$ cat config.mk
export PLATFORM = sky130hd
export DESIGN_NAME = acc_clock_control
export DESIGN_NICKNAME = d
export VERILOG_FILES = /design/src/logic/acc_pkg.sv /design/src/logic/acc_clock_control.sv /design/src/logic/acc_rate_estimator.sv
export SDC_FILE = /design/constraint.sdc
export NUM_CORES = 1
export LEC_CHECK = 0
export BUFFER_PORTS_ARGS = -buffer_cell sky130_fd_sc_hd__buf_2
export CORE_MARGIN = 3
export CORE_UTILIZATION = 30
export CTS_CLUSTER_SIZE = 24
export DETAILED_ROUTE_END_ITERATION = 10
export PLACE_DENSITY = 0.55
export SLEW_MARGIN = 40
export SYNTH_ARGS = -nofsm -noshare
export SYNTH_HDL_FRONTEND = slang
export SYNTH_SLANG_ARGS = --single-unit
$ cat constraint.sdc
create_clock -name clk_sys -period 3.71 [get_ports clk_sys]
set_clock_uncertainty 0.1 [all_clocks]
set_input_delay 0.371 -clock clk_sys [delete_from_list [all_inputs] [get_ports clk_sys]]
set_output_delay 0.371 -clock clk_sys [all_outputs]
set_load 0.05 [all_outputs]
$ cat src/logic/acc_pkg.sv
// constants shared by the audio receiver clock control block and its rate estimator.
// assumes one 10 MHz system clock and a byte-wide register port supplied by the host port logic.
package acc_pkg;

    // ------------------------------------------------------------
    // register offsets
    // ------------------------------------------------------------
    localparam logic [7:0] OFS_RX_CTRL1  = 8'h0D;  // holds the reference clock select
    localparam logic [7:0] OFS_RX_CTRL2  = 8'h0E;  // receiver_clock_output_control
    localparam logic [7:0] OFS_PLL_HIGH  = 8'h0F;  // ref_pll_config_high
    localparam logic [7:0] OFS_PLL_MID   = 8'h10;  // ref_pll_config_mid
    localparam logic [7:0] OFS_PLL_LOW   = 8'h11;  // ref_pll_config_low
    localparam logic [7:0] OFS_NPCM      = 8'h12;  // compressed_stream_detect_status
    localparam logic [7:0] OFS_RATE      = 8'h13;  // recovered_rate_status

    // ------------------------------------------------------------
    // field positions
    // ------------------------------------------------------------
    localparam int REF_SEL_BIT   = 3;  // receiver_ref_clock_select in control 1
    localparam int OUT_EN_BIT    = 0;  // recovered_clock_out_enable
    localparam int DIV_SEL_LSB   = 1;  // recovered_clock_divider_select, two bits
    localparam int AUTO_MUTE_BIT = 3;  // lock_loss_auto_mute
    localparam int LOL_MODE_BIT  = 4;  // lock_loss_clock_mode
    localparam int CTRL2_W       = 5;  // bits 7:5 read zero

    // ------------------------------------------------------------
    // values after reset (multiplier set for a 12.288 MHz reference)
    // ------------------------------------------------------------
    localparam logic [7:0] RST_RX_CTRL1 = 8'h00;
    localparam logic [7:0] RST_RX_CTRL2 = 8'h00;
    localparam logic [7:0] RST_PLL_HIGH = 8'h12;  // pre-divider 1, integer 8
    localparam logic [7:0] RST_PLL_MID  = 8'h00;
    localparam logic [7:0] RST_PLL_LOW  = 8'h00;

    // ------------------------------------------------------------
    // multiplier limits
    // ------------------------------------------------------------
    localparam logic [5:0]  INT_MIN  = 6'h01;
    localparam logic [5:0]  INT_MAX  = 6'h3F;
    localparam logic [13:0] FRAC_MAX = 14'h270F;  // 9999

    // ------------------------------------------------------------
    // recovered clock rate codes
    // ------------------------------------------------------------
    typedef enum logic [1:0] {
        ACC_RATE_NONE = 2'b00,
        ACC_RATE_128  = 2'b01,
        ACC_RATE_256  = 2'b10,
        ACC_RATE_512  = 2'b11
    } acc_rate_t;

    // ------------------------------------------------------------
    // frame period thresholds, times in ns and derived cycle counts
    // ------------------------------------------------------------
    localparam int CLK_PERIOD_NS   = 100;
    localparam int FRAME_MAX_NS    = 50000;  // slower than 20 kHz is no stream
    localparam int FRAME_128_NS    = 9259;   // faster than 108 kHz
    localparam int FRAME_256_NS    = 18518;  // faster than 54 kHz
    localparam int FRAME_MAX_CYC   = FRAME_MAX_NS / CLK_PERIOD_NS;
    localparam int FRAME_128_CYC   = FRAME_128_NS / CLK_PERIOD_NS;
    localparam int FRAME_256_CYC   = FRAME_256_NS / CLK_PERIOD_NS;

endpackage

$ cat src/logic/acc_clock_control.sv
// audio receiver clock control: recovered clock divider and pin, lock-loss
// mute, reference multiplier settings and detection status registers.
// assumes the host port logic presents byte reads and writes as strobes and
// that the recovery pll clock arrives as a level sampled on clk_sys.
//
// How it works
// RL1: output enable low keeps pin undriven
// RL2: divider select passes, halves, quarters, eighths
// RL3: auto-mute zeroes audio when both unlocked
// RL4: lock loss stops clock unless free-run set
// RL5: multiplier settings give 98.304 MHz oversampling clock
// RL6: integer 1 to 63, fraction 0 to 9999
// RL7: host keeps quotient and integer in range
// RL8: pre-divider, integer, fraction split over three registers
// RL9: pre-divider any four-bit value within limits
// RL10: host uses recommended settings per reference
// RL11: status bit 0 flags compressed stream
// RL12: status bit 1 flags coded disc surround
// RL13: frame rate estimate sets maximum clock rate
// RL14: rate codes none, 128, 256, 512
// RL15: host picks divider from rate status
// RL16: reference select picks dedicated input or master
// RL17: unused status and control bits read zero
`timescale 1ns/1ns
module acc_clock_control import acc_pkg::*; #(
    parameter int AUDIO_W = 24,
    parameter int CNT_W   = 10
) (
    input  wire logic               clk_sys,
    input  wire logic               rst_b,
    input  wire logic [7:0]         reg_addr,                   // register offset
    input  wire logic [7:0]         reg_wdata,                  // write byte
    input  wire logic               reg_wr,                     // write strobe
    input  wire logic               reg_rd,                     // read strobe
    output logic [7:0]              reg_rdata,                  // read byte, next cycle
    input  wire logic               recovery_pll_clk,           // recovery pll output level
    input  wire logic               decoder_unlock,             // decoder reports lost lock
    input  wire logic               pll_unlock,                 // recovery pll lost lock
    input  wire logic               frame_sync,                 // frame start pulse
    input  wire logic               iec61937_detect,            // compressed stream seen
    input  wire logic               coded_disc_surround_detect, // coded disc stream seen
    input  wire logic [AUDIO_W-1:0] audio_in,                   // decoded audio word
    output logic [AUDIO_W-1:0]      audio_out,                  // audio after mute
    output logic                    recovered_clock,            // divided clock, internal
    output logic                    recovered_clock_output_o,   // pin drive value
    output logic                    recovered_clock_output_oe,  // pin drive enable
    output logic                    receiver_ref_clock_select,  // 1 = master clock input
    output logic [3:0]              pll_pre_divider,
    output logic [5:0]              pll_integer,
    output logic [13:0]             pll_fraction,
    output logic                    pll_settings_legal          // fields in range
);

    // ------------------------------------------------------------
    // declarations
    // ------------------------------------------------------------
    logic [7:0]   rx_ctrl1;       // reference select byte
    logic [CTRL2_W-1:0] rx_ctrl2; // clock output control
    logic [7:0]   pll_high;       // pre-divider and top of integer
    logic [7:0]   pll_mid;        // low integer and top of fraction
    logic [7:0]   pll_low;        // bottom of fraction
    logic [1:0]   npcm_flags;     // compressed and coded disc flags
    acc_rate_t    rate_code;      // maximum recovered clock rate
    logic         pll_q;          // last sample of the pll clock
    logic [2:0]   div_cnt;        // divider chain
    logic         next_clk;       // divider output before its flop
    logic         lost_lock;      // both sides report unlock
    logic         halt;           // clock held this cycle
    logic         rise;           // pll clock rising edge
    logic [1:0]   div_sel;
    logic         out_en;
    logic         auto_mute;
    logic         lol_free_run;
    logic [7:0]   next_rdata;

    // ------------------------------------------------------------
    // control field decode
    // ------------------------------------------------------------
    // lost lock needs the decoder and the recovery pll to agree
    assign div_sel      = rx_ctrl2[DIV_SEL_LSB +: 2];
    assign out_en       = rx_ctrl2[OUT_EN_BIT];
    assign auto_mute    = rx_ctrl2[AUTO_MUTE_BIT];
    assign lol_free_run = rx_ctrl2[LOL_MODE_BIT];
    assign lost_lock    = decoder_unlock && pll_unlock;
    assign halt         = lost_lock && !lol_free_run;  // see RL4
    assign rise         = recovery_pll_clk && !pll_q;

    // ------------------------------------------------------------
    // control registers
    // ------------------------------------------------------------
    // only the reference select lives in control 1; the rest of it is elsewhere
    always_ff @(posedge clk_sys or negedge rst_b) begin
        if (!rst_b) begin
            rx_ctrl1 <= RST_RX_CTRL1;
        end else if (reg_wr && reg_addr == OFS_RX_CTRL1) begin
            rx_ctrl1 <= {4'h0, reg_wdata[REF_SEL_BIT], 3'h0};
        end
    end

    // clock output control keeps only its five live bits, see RL17
    always_ff @(posedge clk_sys or negedge rst_b) begin
        if (!rst_b) begin
            rx_ctrl2 <= RST_RX_CTRL2[CTRL2_W-1:0];
        end else if (reg_wr && reg_addr == OFS_RX_CTRL2) begin
            rx_ctrl2 <= reg_wdata[CTRL2_W-1:0];
        end
    end

    // multiplier configuration bytes
    always_ff @(posedge clk_sys or negedge rst_b) begin
        if (!rst_b) begin
            pll_high <= RST_PLL_HIGH;
            pll_mid  <= RST_PLL_MID;
            pll_low  <= RST_PLL_LOW;
        end else if (reg_wr) begin
            if (reg_addr == OFS_PLL_HIGH) begin
                pll_high <= reg_wdata;
            end
            if (reg_addr == OFS_PLL_MID) begin
                pll_mid <= reg_wdata;
            end
            if (reg_addr == OFS_PLL_LOW) begin
                pll_low <= reg_wdata;
            end
        end
    end

    // ------------------------------------------------------------
    // reference multiplier fields
    // ------------------------------------------------------------
    assign receiver_ref_clock_select = rx_ctrl1[REF_SEL_BIT];  // see RL16
    assign pll_pre_divider = pll_high[7:4];                     // see RL8
    assign pll_integer     = {pll_high[3:0], pll_mid[7:6]};     // see RL8
    assign pll_fraction    = {pll_mid[5:0], pll_low};           // see RL8

    // the analogue loop cannot reject bad fields; flag them on pll_settings_legal so
    // the loop control can see a multiplier outside the k range;
    // limits tied to the reference frequency are not checked here,
    // because this block never sees that frequency
    always_ff @(posedge clk_sys or negedge rst_b) begin
        if (!rst_b) begin
            pll_settings_legal <= 1'b0;
        end else begin
            pll_settings_legal <= pll_integer >= INT_MIN   // see RL6
                               && pll_integer <= INT_MAX
                               && pll_fraction <= FRAC_MAX
                               && pll_pre_divider != 4'h0; // see RL5
        end
    end

    // ------------------------------------------------------------
    // detection status
    // ------------------------------------------------------------
    // flags follow the detector live; they are status, not sticky events
    // a one-cycle detector glitch may be missed by slow polling, traded
    // for having no clear path at all
    always_ff @(posedge clk_sys or negedge rst_b) begin
        if (!rst_b) begin
            npcm_flags <= 2'h0;
        end else begin
            npcm_flags[0] <= iec61937_detect;             // see RL11
            npcm_flags[1] <= coded_disc_surround_detect;  // see RL12
        end
    end

    acc_rate_estimator #(
        .CNT_W      (CNT_W)
    ) u_rate (
        .clk_sys    (clk_sys),
        .rst_b      (rst_b),
        .locked     (!lost_lock),
        .frame_sync (frame_sync),
        .rate_code  (rate_code)   // see RL13
    );

    // ------------------------------------------------------------
    // recovered clock divider
    // ------------------------------------------------------------
    // the pll clock is sampled, so it must stay below half of clk_sys;
    // a faster clock aliases and the divider miscounts
    // edge detector on the sampled pll clock
    always_ff @(posedge clk_sys or negedge rst_b) begin
        if (!rst_b) begin
            pll_q <= 1'b0;
        end else begin
            pll_q <= recovery_pll_clk;
        end
    end

    // ripple-free binary count; each bit is the clock divided by 2, 4, 8
    always_ff @(posedge clk_sys or negedge rst_b) begin
        if (!rst_b) begin
            div_cnt <= 3'h0;
        end else if (rise && !halt) begin
            div_cnt <= div_cnt + 3'h1;  // see RL4
        end
    end

    // pick the tap; passthrough is forced low while the clock is stopped
    always_comb begin
        unique case (div_sel)  // see RL2
            2'b00: next_clk = recovery_pll_clk && !halt;
            2'b01: next_clk = div_cnt[0];
            2'b10: next_clk = div_cnt[1];
            2'b11: next_clk = div_cnt[2];
        endcase
    end

    // one flop feeds both the internal clock and the pin
    always_ff @(posedge clk_sys or negedge rst_b) begin
        if (!rst_b) begin
            recovered_clock <= 1'b0;
        end else begin
            recovered_clock <= next_clk;
        end
    end

    assign recovered_clock_output_o  = recovered_clock;
    assign recovered_clock_output_oe = out_en;  // see RL1

    // ------------------------------------------------------------
    // audio auto-mute
    // ------------------------------------------------------------
    // one register stage for both paths, so a muted word sits in the
    // same slot as the word it replaces
    always_ff @(posedge clk_sys or negedge rst_b) begin
        if (!rst_b) begin
            audio_out <= '0;
        end else if (auto_mute && lost_lock) begin
            audio_out <= '0;  // see RL3
        end else begin
            audio_out <= audio_in;
        end
    end

    // ------------------------------------------------------------
    // register read
    // ------------------------------------------------------------
    // unmapped offsets read zero so the host port never sees stale data
    always_comb begin
        next_rdata = 8'h00;
        unique case (reg_addr)
            OFS_RX_CTRL1: next_rdata = rx_ctrl1;
            OFS_RX_CTRL2: next_rdata = {3'h0, rx_ctrl2};     // see RL17
            OFS_PLL_HIGH: next_rdata = pll_high;
            OFS_PLL_MID:  next_rdata = pll_mid;
            OFS_PLL_LOW:  next_rdata = pll_low;
            OFS_NPCM:     next_rdata = {6'h00, npcm_flags};  // see RL17
            OFS_RATE:     next_rdata = {6'h00, rate_code};   // see RL14
            default:      next_rdata = 8'h00;
        endcase
    end

    // read data moves only on a read strobe, so the host sees a stable byte
    always_ff @(posedge clk_sys or negedge rst_b) begin
        if (!rst_b) begin
            reg_rdata <= 8'h00;
        end else if (reg_rd) begin
            reg_rdata <= next_rdata;
        end
    end

    // ------------------------------------------------------------
    // checks
    // ------------------------------------------------------------
    a_pin_enable_write: assert property (@(posedge clk_sys) disable iff (!rst_b) // see RL1
        (reg_wr && reg_addr == OFS_RX_CTRL2)
        |=> recovered_clock_output_oe == $past(reg_wdata[OUT_EN_BIT]))
        else $error("pin enable does not follow written bit");
    a_mute_forces_low: assert property (@(posedge clk_sys) disable iff (!rst_b) // see RL3
        (auto_mute && decoder_unlock && pll_unlock) |=> audio_out == '0)
        else $error("audio not muted on lost lock");
    a_audio_passes: assert property (@(posedge clk_sys) disable iff (!rst_b) // see RL3
        (!auto_mute || !decoder_unlock || !pll_unlock) |=> audio_out == $past(audio_in))
        else $error("audio muted without cause");
    a_clock_halts: assert property (@(posedge clk_sys) disable iff (!rst_b) // see RL4
        (halt && !reg_wr) [*2] |=> $stable(recovered_clock))
        else $error("recovered clock moves while stopped");
    a_div_two_toggle: assert property (@(posedge clk_sys) disable iff (!rst_b) // see RL2
        (div_sel == 2'b01 && rise && !halt && !reg_wr) ##1 (!reg_wr)
        |=> recovered_clock != $past(recovered_clock))
        else $error("divide by two missed an edge");
    a_npcm_flag: assert property (@(posedge clk_sys) disable iff (!rst_b) // see RL11
        (iec61937_detect ##1 reg_rd && reg_addr == OFS_NPCM) |=> reg_rdata[0])
        else $error("compressed stream flag not reported");
    a_rate_upper_zero: assert property (@(posedge clk_sys) disable iff (!rst_b) // see RL17
        (reg_rd && (reg_addr == OFS_RATE || reg_addr == OFS_NPCM)) |=> reg_rdata[7:2] == 6'h00)
        else $error("unused status bits not zero");
    a_integer_split: assert property (@(posedge clk_sys) disable iff (!rst_b) // see RL8
        (reg_wr && reg_addr == OFS_PLL_MID) |=> pll_integer[1:0] == $past(reg_wdata[7:6]))
        else $error("integer low bits not taken from mid byte");
    a_zero_integer_bad: assert property (@(posedge clk_sys) disable iff (!rst_b) // see RL6
        (pll_integer == 6'h00) |=> !pll_settings_legal)
        else $error("zero integer accepted as legal");
    a_ref_select_write: assert property (@(posedge clk_sys) disable iff (!rst_b) // see RL16
        (reg_wr && reg_addr == OFS_RX_CTRL1)
        |=> receiver_ref_clock_select == $past(reg_wdata[REF_SEL_BIT]))
        else $error("reference select does not follow written bit");
    a_passthrough_follow: assert property (@(posedge clk_sys) disable iff (!rst_b) // see RL2
        (div_sel == 2'b00 && !halt) |=> recovered_clock == $past(recovery_pll_clk))
        else $error("passthrough clock does not follow pll clock");
    a_ctrl_upper_zero: assert property (@(posedge clk_sys) disable iff (!rst_b) // see RL17
        (reg_rd && reg_addr == OFS_RX_CTRL2) |=> reg_rdata[7:5] == 3'h0)
        else $error("unused control bits not zero");

endmodule

$ cat src/logic/acc_rate_estimator.sv
// frame rate estimator: times the gap between frame marks and grades the
// highest recovered clock rate that the recovery pll can deliver.
// assumes frame_sync is a one-cycle pulse synchronous to clk_sys.
`timescale 1ns/1ns
module acc_rate_estimator import acc_pkg::*; #(
    parameter int CNT_W = 10
) (
    input  wire logic             clk_sys,
    input  wire logic             rst_b,
    input  wire logic             locked,      // decoder or pll in lock
    input  wire logic             frame_sync,  // one pulse per frame
    output acc_rate_t             rate_code
);

    logic [CNT_W-1:0] gap;  // cycles since the last frame mark

    // ------------------------------------------------------------
    // gap counter, saturates just past the slowest legal frame
    // ------------------------------------------------------------
    always_ff @(posedge clk_sys or negedge rst_b) begin
        if (!rst_b) begin
            gap <= '0;
        end else if (!locked || frame_sync) begin
            gap <= CNT_W'(1);
        end else if (gap <= CNT_W'(FRAME_MAX_CYC)) begin
            gap <= gap + CNT_W'(1);
        end
    end

    // ------------------------------------------------------------
    // grade the period; lost lock or a stalled stream clears it
    // ------------------------------------------------------------
    always_ff @(posedge clk_sys or negedge rst_b) begin
        if (!rst_b) begin
            rate_code <= ACC_RATE_NONE;
        end else if (!locked || gap > CNT_W'(FRAME_MAX_CYC)) begin
            rate_code <= ACC_RATE_NONE;  // see RL14
        end else if (frame_sync) begin
            // fast streams leave less headroom above the frame rate, see RL13
            if (gap < CNT_W'(FRAME_128_CYC)) begin
                rate_code <= ACC_RATE_128;
            end else if (gap < CNT_W'(FRAME_256_CYC)) begin
                rate_code <= ACC_RATE_256;
            end else begin
                rate_code <= ACC_RATE_512;
            end
        end
    end

    // ------------------------------------------------------------
    // checks
    // ------------------------------------------------------------
    a_rate_lock_clear: assert property (@(posedge clk_sys) disable iff (!rst_b) // see RL14
        !locked |=> rate_code == ACC_RATE_NONE)
        else $error("rate status not cleared on lost lock");
    a_rate_fast_grade: assert property (@(posedge clk_sys) disable iff (!rst_b) // see RL13
        (locked && frame_sync && gap < CNT_W'(FRAME_128_CYC)) |=> rate_code == ACC_RATE_128)
        else $error("fast stream not graded as 128");

endmodule

; ---- Yosys cells after proc, flatten, opt, wreduce, memory -nomap -nowiden
; Cells that the tools add are included.
[word_totals]
register_bits = 82
in_bits = 50
out_inout_bits = 61
word_cells = 65
[classes]
add_sub_neg = 2
n_lt_le_gt_ge = 7
n_eq_ne = 10
mux = 9
reduce_logical = 23
[ops]
columns = cell, n
row1 = one-hot mux 8 bit (7 select lines), 1
row2 = "== test 8 x 5 -> 1 bit, second input constant", 4
row3 = "== test 8 x 4 -> 1 bit, second input constant", 3
row4 = 2-to-1 mux 24 bit, 1
row5 = 2-to-1 mux 10 bit, 2
row6 = "<= comparator 14 bit, second input constant", 1
row7 = logical AND 1 bit, 11
row8 = "adder 10 x 1 -> 10 bit, second input constant", 1
row9 = "> comparator 10 x 9 -> 1 bit, second input constant", 1
row10 = "<= comparator 10 x 9 -> 1 bit, second input constant", 1
row11 = "less-than comparator 10 x 7 -> 1 bit, second input constant", 1
row12 = "less-than comparator 10 x 8 -> 1 bit, second input constant", 1
row13 = "greater-or-equal comparator 6 x 1 -> 1 bit, second input constant", 1
row14 = "<= comparator 6 bit, second input constant", 1
row15 = 2-to-1 mux 2 bit, 3
row16 = AND reduction 2 bit, 3
row17 = "== test 2 bit, second input constant", 2
row18 = one-hot mux 1 bit (4 select lines), 1
row19 = nonzero test 2 bit, 2
row20 = nonzero test 4 bit, 1
row21 = "adder 3 x 1 -> 3 bit, second input constant", 1
row22 = zero test 1 bit, 3
row23 = "== test 2 x 1 -> 1 bit, second input constant", 1
row24 = zero test 2 bit, 1
row25 = other kinds (2), 3

; ---- Depth between registers and ports, before layout
; Gate-level depths: netlist of run 1.
[logic_depth]
ltp_word = 5
ltp_mapped = 6
ltp_nobuf = 6

; ---- Modules after synthesis
; Synthesis of run 1 repeated with hierarchy kept, for this count alone.
[unflattened]
hier_cells = 310
area_unflattened_um2 = 3848.7
[modules_own_cells]
columns = mod, n_inst, cells_each, area_per_inst_um2, seq_area_each_um2
row1 = acc_clock_control, 1, 216, 2945.3, 1754.2
row2 = acc_rate_estimator, 1, 94, 903.4, 300.3

; ---- Worst setup path after synthesis of run 1
; No wires, ideal clock.
[synth_path]
path_type = input to register
startpoint = in reg_addr[5]
endpoint = reg pll_mid[0]
setup_time_ns = 0.125
arrival_ns = 1.705
required_time_ns = 3.485
path_slack_ns = 1.780
path_stages = 6
path_buffers = 2
cell_sequence = or3_1 buf_6 nor2_8 and4_4 buf_12 mux2_4
[synth_via]
elab_chain_len = 2
[synth_lines]
columns = element, line
row1 = start: declaration, acc_clock_control.sv:31  ; input wire logic [7:0] reg_addr,
row2 = == test 8 x 5 -> 1 bit, acc_clock_control.sv:119  ; if (reg_addr == OFS_PLL_MID) begin
row3 = AND reduction 2 bit (no line), --
row4 = end signal: assignment, acc_clock_control.sv:120  ; pll_mid <= reg_wdata;
row5 = end: declaration, acc_clock_control.sv:60  ; logic [7:0] pll_mid;
; No other way between the ends.
; A chain may end at the register's enable or synchronous reset.

; ---- Worst setup path in the final report of run 1
[layout_path]
startpoint = reg u_rate.gap[0]
endpoint = reg u_rate.gap[6]
[layout_via]
elab_chain_len = 3
elab_cells_between_ends = 5
classes_between = add/sub (1) / order compare (1) / mux (2) / reduce/logical (1)
[layout_lines]
columns = element, line
row1 = start: declaration, acc_rate_estimator.sv:15  ; logic [CNT_W-1:0] gap;
row2 = start signal: assignment, acc_rate_estimator.sv:26  ; gap <= gap + CNT_W'(1);
row3 = adder 10 x 1 -> 10 bit, acc_rate_estimator.sv:26
row4 = 2-to-1 mux 10 bit, acc_rate_estimator.sv:25  ; end else if (gap <= CNT_W'(FRAME_MAX_CYC)) begin
row5 = 2-to-1 mux 10 bit, acc_rate_estimator.sv:23  ; end else if (!locked || frame_sync) begin
; Parallel ways exist; a longest one is shown, timed or not. The select of a mux whose other input is x is not followed.

==> results of run 1 <==
synth_stat cells, types with 5 or more instances:
| cell | instances | share of area (%) |
|---|---|---|
| sky130_fd_sc_hd__dfrtp_1 | 80 | 54 |
| sky130_fd_sc_hd__mux2_2 | 26 | 7.9 |
| sky130_fd_sc_hd__and2_1 | 24 | 4.1 |
| sky130_fd_sc_hd__nand3_1 | 14 | 1.9 |
| sky130_fd_sc_hd__inv_1 | 13 | 1.3 |
| sky130_fd_sc_hd__mux2_4 | 8 | 3.2 |
| sky130_fd_sc_hd__nor2_1 | 8 | 0.81 |
| sky130_fd_sc_hd__a22oi_1 | 7 | 1.4 |
| sky130_fd_sc_hd__clkbuf_1 | 7 | 0.71 |
| sky130_fd_sc_hd__nor3_1 | 6 | 0.81 |
| sky130_fd_sc_hd__o21ai_0 | 6 | 0.81 |
| sky130_fd_sc_hd__mux2_1 | 5 | 1.5 |
| sky130_fd_sc_hd__nand2_1 | 5 | 0.51 |
| sky130_fd_sc_hd__nand3b_1 | 5 | 1.0 |
| sky130_fd_sc_hd__o22ai_1 | 5 | 0.85 |
report_power, final:
group / switching, W / internal, W
Combinational: 0.000207 / 0.000102
Clock: 0.000359 / 0.000588
Sequential: 0.0000438 / 0.000950
sequential cells by signal, indices dropped and copies added (netlist names):
register,count
pll_mid,8
audio_out,24
npcm_flags,2
pll_high,8
div_cnt,3
u_rate.rate_code,2
pll_q,1
u_rate.gap,10
recovered_clock,1
rx_ctrl2,5
pll_settings_legal,1
reg_rdata,8
pll_low,8
rx_ctrl1,1
per-stage QoR:
stage / utilization, % / hold slack [ns] / cells / setup slack [ns] / cell area, um2
floorplan: - / -0.0246 / 294 / 1.78 / 3700
global placement: 37.2 / 0.354 / 535 / 1.45 / 4350
detailed placement: 37.2 / 0.367 / 535 / 1.44 / 4360
CTS: 39.9 / 0.0147 / 551 / 1.78 / 4680
global route: 40.0 / 0.0113 / 551 / 1.66 / 4680
finish: 40.0 / -0.0307 / 551 / 1.77 / 4680
cells by family (layout without fill, tap and decap cells):
group / Yosys count / count (layout) / share of synthesized area (%)
buffers and inverters: 25 / 139 / 3.38
xor gates and xnor gates: 4 / 4 / 0.947
AOI/OAI and AO/OA: 46 / 46 / 8.76
muxes: 44 / 44 / 14.4
and+or+nand+nor: 89 / 89 / 15.6
adders and majority gates: 4 / 4 / 1.35
DFF: 82 / 82 / 55.5
routing by layer:
layer / track usage, % / part of all wire [%] / vias up
met3: 5.50 / 7.1 / 12
met5: 0 / 0 / -
met2: 22.8 / 49 / 90
met1: 17.8 / 43 / 1320
li1: - / - / 1297
met4: 3.13 / 0.99 / 0
final timing paths:
path	startpoint	to	slack [ns]
min in group clk_sys	iec61937_detect	npcm_flags[0]	0.04
max in group asynchronous	rst_b	pll_high[3]	3.08
worst min-delay path	rst_b	audio_out[0]	-0.03
worst max register to register	u_rate.gap[0]	u_rate.gap[6]	1.77
worst max-delay path	u_rate.gap[0]	u_rate.gap[6]	1.77
worst min register to register	div_cnt[2]	div_cnt[2]	0.38
cell type report:
| type | instances | area [um2] | area share (%) |
|---|---|---|---|
| tap | 143 | 179 | 3.82 |
| inverter | 13 | 48.8 | 1.04 |
| multi-input combinational | 187 | 1520 | 32.5 |
| clock inverter | 7 | 93.8 | 2.01 |
| clock buffer | 9 | 225 | 4.81 |
| timing repair buffer | 110 | 559 | 12.0 |
| sequential | 82 | 2050 | 43.9 |
==> reports/results.txt, run 1 <==
Die Y-Extent: 117 um
Standard cell core area: 11700 um2
I/O pin count: 111
Area growth from synthesis to layout: 26.5%
DRT iter0 DRCs: 167
Warning count from the yosys run: 0
Via-to-Cell Ratio: 4.93
Setup repair after global routing missed its margin: false
Share of post-route cells with drive strength above 1: 41.7%
Count of input and output buffers: 110
Highest-count cells in the layout ignoring fill and taps: sky130_fd_sc_hd__buf_2 (109), sky130_fd_sc_hd__dfrtp_1 (80), sky130_fd_sc_hd__mux2_2 (26)
Maximum vdd ir drop: 0.000362 V
Final hold violation count: 40
Leakage power summed over all cells: 2.26 nW
Peak per-stage delay on the critical path: 0.55 ns
Clk_lat worst skew: 0.33 ns
Rows: 39
Final critical-path required period: 1.94 ns
Final clock period utilization by the worst path: 52.2%
Highest fanout seen on the critical path: 7
Die outline area: 13700 um2
Clock-pin slew reported for the worst setup and hold paths after clock tree synthesis: 0.06 ns
Average footprint of a synthesized cell: 12.6 um2
Number of antenna cells inserted: 0
Stages on the worst setup path: 6
Violated checks: hold timing
Number of nets in the finished design: 457
Achievable frequency: 0.516 GHz
CP arrival: 2.06 ns
Global placer's final weighted congestion: 0.756
Cells on worst reg2reg path: 6
Result of the run: finished, violations left
Cell count after synthesis: 294
Antenna violations before repair: 0
Post-synthesis cell area: 3700 um2
Leftover overflow at the end of global routing: 0
Final Total Pwr: 0.00225 W
Async set-or-reset flop fraction in the synthesized netlist: 100%
Vias after detailed routing: 2719
Startpoint type of the worst setup path: register
Residual antenna-violating net count after detailed routing: 0
Pin count of the biggest net entering global routing: 83
Most common cell after layout, fill and taps aside: sky130_fd_sc_hd__buf_2
TritonCTS sink count: 82
Post-CTS Repair Setup Buffers: 0
Detailed-placement wirelength estimate: 6750 um
CTS Hold Buffers Added: 0
Clk buf depth: 2
Global-route wire length before repair: 14800 um
TritonCTS buffer count: 9
Final-report setup violation count: 0
Post-synth top flop: sky130_fd_sc_hd__dfrtp_1
Count of unique library cells instantiated by Yosys: 52
Post-synthesis sequential element count: 82
Worst Hold Class: in -> async
Net count after synthesis: 348
Total Wirelength: 9130 um
Via count of the first global-routing pass: 2785
Critical path start-end classification: reg -> reg
Worst path buffer plus inverter count: 1
Max_cap viols: 0
Root Buffer Master: sky130_fd_sc_hd__clkbuf_16
Largest delay share family, worst path: simple AND/OR/NAND/NOR gates
Worst hold-check slack: -0.0307 ns
Initial cell density of the core: 31.6%
Worst-path cell chain: inv_1 -> ha_1 -> nor2b_1 -> o211a_1 -> or4_1 -> mux2i_1
Slowest cell on the critical path: sky130_fd_sc_hd__or4_1
Number of optimization iterations in the first detailed-route pass: 4
DIE WIDTH: 117 um
Final total negative setup slack: 0 ns
Worst-Margin Slew: 0.652 ns
Worst endpoint required time: 3.83 ns
Slew Limit Fails: 0
Routed wirelength normalized by instance count: 16.6 um
Detailed-route DRC error count: 0
Worst rel slew slack: 56.4%
CTS resizes: 0
Number of enable flip-flop cells after synthesis: 0
Filler Cells Inserted: 1163
Clock tree from TritonCTS: yes
Seq/Total Area, Yosys: 55.5%
Aggregate global-route resource usage: 14.0%
Category of the worst setup path capture point: register
Maximum level of the CTS H-tree: 3
Pwr/cell area: 481 nW/um2
Note: power is estimated with default switching activity, not from simulation.
==> inputs of run 2 (changes only) <==
--- a/config.mk
+++ b/config.mk
@@ -5,12 +5,13 @@
 export SDC_FILE = /design/constraint.sdc
 export NUM_CORES = 1
 export LEC_CHECK = 0
+export ABC_AREA = 1
 export BUFFER_PORTS_ARGS = -buffer_cell sky130_fd_sc_hd__buf_2
 export CORE_MARGIN = 3
 export CORE_UTILIZATION = 30
 export CTS_CLUSTER_SIZE = 24
 export DETAILED_ROUTE_END_ITERATION = 10
-export PLACE_DENSITY = 0.55
+export PLACE_DENSITY = 0.57
 export SLEW_MARGIN = 40
 export SYNTH_ARGS = -nofsm -noshare
 export SYNTH_HDL_FRONTEND = slang
==> constraint.sdc (replaced) <==
create_clock -name clk_sys -period 1.6 [get_ports clk_sys]
set_clock_uncertainty 0.1 [all_clocks]
set_input_delay 0.16 -clock clk_sys [delete_from_list [all_inputs] [get_ports clk_sys]]
set_output_delay 0.16 -clock clk_sys [all_outputs]
set_load 0.05 [all_outputs]
==> reports/results.txt, run 2 <==
Aggregate global-route resource usage: 15.3% (+1.3 points)
Global-route wire length before repair: 17300 um (+17%)
Most frequently used cell type in the post-synthesis netlist: sky130_fd_sc_hd__nand2_1
Via-to-Cell Ratio: 4.41 (-11%)
Leakage power summed over all cells: 2.87 nW (+27%)
Net count after synthesis: 501 (+44%)
Final critical-path required period: 1.48 ns (-0.458 ns)
Result of the run: complete, no violations
Slowest cell on the critical path: sky130_fd_sc_hd__dfrtp_1
Worst Hold Class: in -> reg
Worst path buffer plus inverter count: 1 (unchanged)
Antenna violations before repair: 0 (unchanged)
Clk buf depth: 2 (unchanged)
Leading post-synthesis cells by instance count: sky130_fd_sc_hd__nand2_1 (124), sky130_fd_sc_hd__dfrtp_1 (80), sky130_fd_sc_hd__inv_1 (61), sky130_fd_sc_hd__nand3_1 (46), sky130_fd_sc_hd__nor2_1 (27)
TritonCTS buffer count: 9 (unchanged)
Async set-or-reset flop fraction in the synthesized netlist: 100% (unchanged)
Number of optimization iterations in the first detailed-route pass: 4 (unchanged)
Final clock period utilization by the worst path: 92.4% (+40 points)
Seq/Total Area, Yosys: 52.9% (-2.6 points)
Max reg flops: 24 (unchanged)
Achievable frequency: 0.676 GHz (+31%)
DIE WIDTH: 120 um (+2.3%)
Residual antenna-violating net count after detailed routing: 0 (unchanged)
Slew Limit Fails: 0 (unchanged)
Switching power: 0.00157 W (+160%)
Fin worst setup slack: 0.121 ns (-1.65 ns)
DRT iter0 DRCs: 177 (+6.0%)
Cell count after synthesis: 447 (+52%)
Rows: 40 (+2.6%)
Most common cell after layout, fill and taps aside: sky130_fd_sc_hd__nand2_1
Number of antenna cells inserted: 0 (unchanged)
Number of enable flip-flop cells after synthesis: 0 (unchanged)
Root Buffer Master: sky130_fd_sc_hd__clkbuf_16
Leftover overflow at the end of global routing: 0 (unchanged)
Final-report setup violation count: 0 (unchanged)
Largest delay share family, worst path: simple AND/OR/NAND/NOR gates
Worst-path cell chain: inv_1 -> ha_2 -> o21ai_2 -> nand3_2 -> nand2_4 -> nand2_4 -> nand3_1 -> o21ai_2
CP arrival: 1.60 ns (-0.46 ns)
Worst-Margin Slew: 0.451 ns (-0.201 ns)
Portion of synthesized cell area occupied by the leading cell type: 51.6% (-2.6 points)
Post-synthesis sequential element count: 82 (unchanged)
Share of post-route cells with drive strength above 1: 30.7% (-11 points)
Die outline area: 14300 um2 (+4.7%)
Pin count of the biggest net entering global routing: 83 (unchanged)
Final hold violation count: 0 (-100%)
Portion of total power attributed to combinational logic: 18.3% (+4.5 points)
Area of the multi-input gates: 1500 um2 (-1.2%)
Vias after detailed routing: 3408 (+25%)
Post-synthesis cell area: 3880 um2 (+5.0%)
Filler Cells Inserted: 1253 (+7.7%)
Clk pwr share: 39.3% (-2.8 points)
Routed wirelength normalized by instance count: 13.4 um (-19%)
Critical path start-end classification: reg -> reg
I/O pin count: 111 (unchanged)
Total Wirelength: 10400 um (+14%)
Number of nets in the finished design: 654 (+43%)
Post-synth top flop: sky130_fd_sc_hd__dfrtp_1
Top reg by flops: audio_out
Worst-case setup slack after placement: 0.00690 ns (-1.43 ns)
Clk_lat worst skew: 0.33 ns (about the same)
Clock tree from TritonCTS: yes
Initial cell density of the core: 31.5% (-0.047 points)
Worst rel slew slack: 69.9% (+14 points)
Highest fanout seen on the critical path: 11 (+4)
Startpoint type of the worst setup path: register
Highest-count cells in the layout ignoring fill and taps: sky130_fd_sc_hd__nand2_1 (124), sky130_fd_sc_hd__buf_2 (109), sky130_fd_sc_hd__dfrtp_1 (80)
TritonCTS sink count: 82 (unchanged)
Peak per-stage delay on the critical path: 0.37 ns (-0.18 ns)
Count of input and output buffers: 110 (unchanged)
Average footprint of a synthesized cell: 8.69 um2 (-31%)
Top cells by area in the synthesized netlist: sky130_fd_sc_hd__dfrtp_1 (52%), sky130_fd_sc_hd__nand2_1 (12%), sky130_fd_sc_hd__nand3_1 (5.9%)
Category of the worst setup path capture point: register
Max_cap viols: 0 (unchanged)
Worst endpoint required time: 1.72 ns (-2.11 ns)
Share of power burned in registers: 42.4% (-1.8 points)
Internal cell power: 0.00396 W (+140%)
Util after Layout: 43.1% (+3.1 points)
Worst hold-check slack: 0.0295 ns (+0.0602 ns)
Maximum level of the CTS H-tree: 3 (unchanged)
Detailed-placement wirelength estimate: 7560 um (+12%)
Global placer's final weighted congestion: 0.828 (+9.5%)
Clock-pin slew reported for the worst setup and hold paths after clock tree synthesis: 0.06 ns (about the same)
Pwr/cell area: 1040 nW/um2 (+120%)
Warning count from the yosys run: 0 (unchanged)
Footprint of the flip-flops and latches: 2050 um2 (unchanged)
Detailed-route DRC error count: 0 (unchanged)
Net switching fraction of the power: 28.4% (+1.3 points)
Regs by FF count: audio_out (24), u_rate.gap (10)
Area growth from synthesis to layout: 36.7%
Via count of the first global-routing pass: 3458 (+24%)
Die Y-Extent: 120 um (+2.3%)
Maximum vdd ir drop: 0.000353 V (-2.6%)
Standard cell core area: 12300 um2 (+5.1%)
Count of unique library cells instantiated by Yosys: 30 (-42%)
Library cell occupying the most area in the post-synthesis netlist: sky130_fd_sc_hd__dfrtp_1
[run 2: cell types whose count changed after synthesis, moves of 9 or more]
| cell | before | now |
|---|---|---|
| sky130_fd_sc_hd__nand3_1 | 14 | 46 |
| sky130_fd_sc_hd__and2_1 | 24 | 0 |
| sky130_fd_sc_hd__mux2_2 | 26 | 0 |
| sky130_fd_sc_hd__o21ai_1 | 3 | 12 |
| sky130_fd_sc_hd__inv_1 | 13 | 61 |
| sky130_fd_sc_hd__nor2_1 | 8 | 27 |
| sky130_fd_sc_hd__nand2_1 | 5 | 124 |
| sky130_fd_sc_hd__o21ai_2 | 0 | 22 |
[run 2: worst paths after layout]
kind / slack (ns) / start / cells past startpoint / endpoint
setup / recovery: 0.12 / u_rate.gap[0] / 8 / u_rate.gap[6]
hold / removal: 0.03 / reg_rd / 3 / reg_rdata[1]
setup reg to reg: 0.12 / u_rate.gap[0] / 8 / u_rate.gap[6]
hold reg to reg: 0.37 / div_cnt[2] / 1 / div_cnt[2]
max in group asynchronous: 0.71 / rst_b / 3 / pll_high[1]
min in group asynchronous: 0.29 / rst_b / 3 / audio_out[6]
[run 2: area by class of cell]
class | count | area share [%]
sequential | 82 | 38.7
multi-input combinational | 287 | 28.3
timing repair buffer | 153 | 18.3
clock buffer | 15 | 5.42
inverter | 67 | 4.74
tap | 168 | 3.96
clock inverter | 1 | 0.566
[run 2: worst register-to-register path, delay by kind of cell (launching register included)]
kind                     cells  cell delay, ns
buffers and inverters        1            0.07
adder cells (fa/ha/maj)      1            0.19
AO/OA/AOI/OAI                2            0.20
flip-flops                   1            0.37
AND/OR/NAND/NOR              4            0.44
[run 2: timing repair]
action                     CTS  global route
pin swaps                    0             1
hold buffers                33             0
gates resized for setup      1             2
setup buffers                0             1
hold endpoints to repair   112             0
setup endpoints to repair    1             5
[run 2: routing by layer]
| layer | global-route usage, % | wire [um] | vias to the layer above | share of wire (%) |
|---|---|---|---|---|
| met4 | 6.59 | 198 | 0 | 1.9 |
| met3 | 2.78 | 495 | 15 | 4.8 |
| met5 | 0 | 0 | - | 0 |
| li1 | - | - | 1706 | - |
| met1 | 20.9 | 4780 | 1605 | 46 |
| met2 | 23.9 | 4900 | 82 | 47 |
[run 2: cells by family after synthesis]
logic type / share of synthesized area (%)
and+or+nand+nor: 27.1
buffers and inverters: 8.60
DFF: 52.9
adders and majority gates: 1.29
AOI/OAI and AO/OA: 8.70
xor gates and xnor gates: 1.35
[run 2: power by group through the flow]
stage / Sequential, W / Clock, W / Combinational (W)
after detailed placement: 0.00238 / 0 / 0.000934
after global routing: 0.00236 / 0.00231 / 0.00111
after floorplan: 0.00263 / 0 / 0.000344
final: 0.00234 / 0.00217 / 0.00101
after CTS: 0.00234 / 0.00222 / 0.00100
after global placement: 0.00237 / 0 / 0.000913
[run 2: through the flow]
stage	power [W]	TNS (ns)	area, um2	cells
after CTS	0.00557	0	5300	772
after detailed placement	0.00331	0	4640	723
after global routing	0.00578	-0.00223	5310	773
after floorplan	0.00298	0	3880	447
final	0.00553	0	5310	773
after global placement	0.00328	0	4640	723
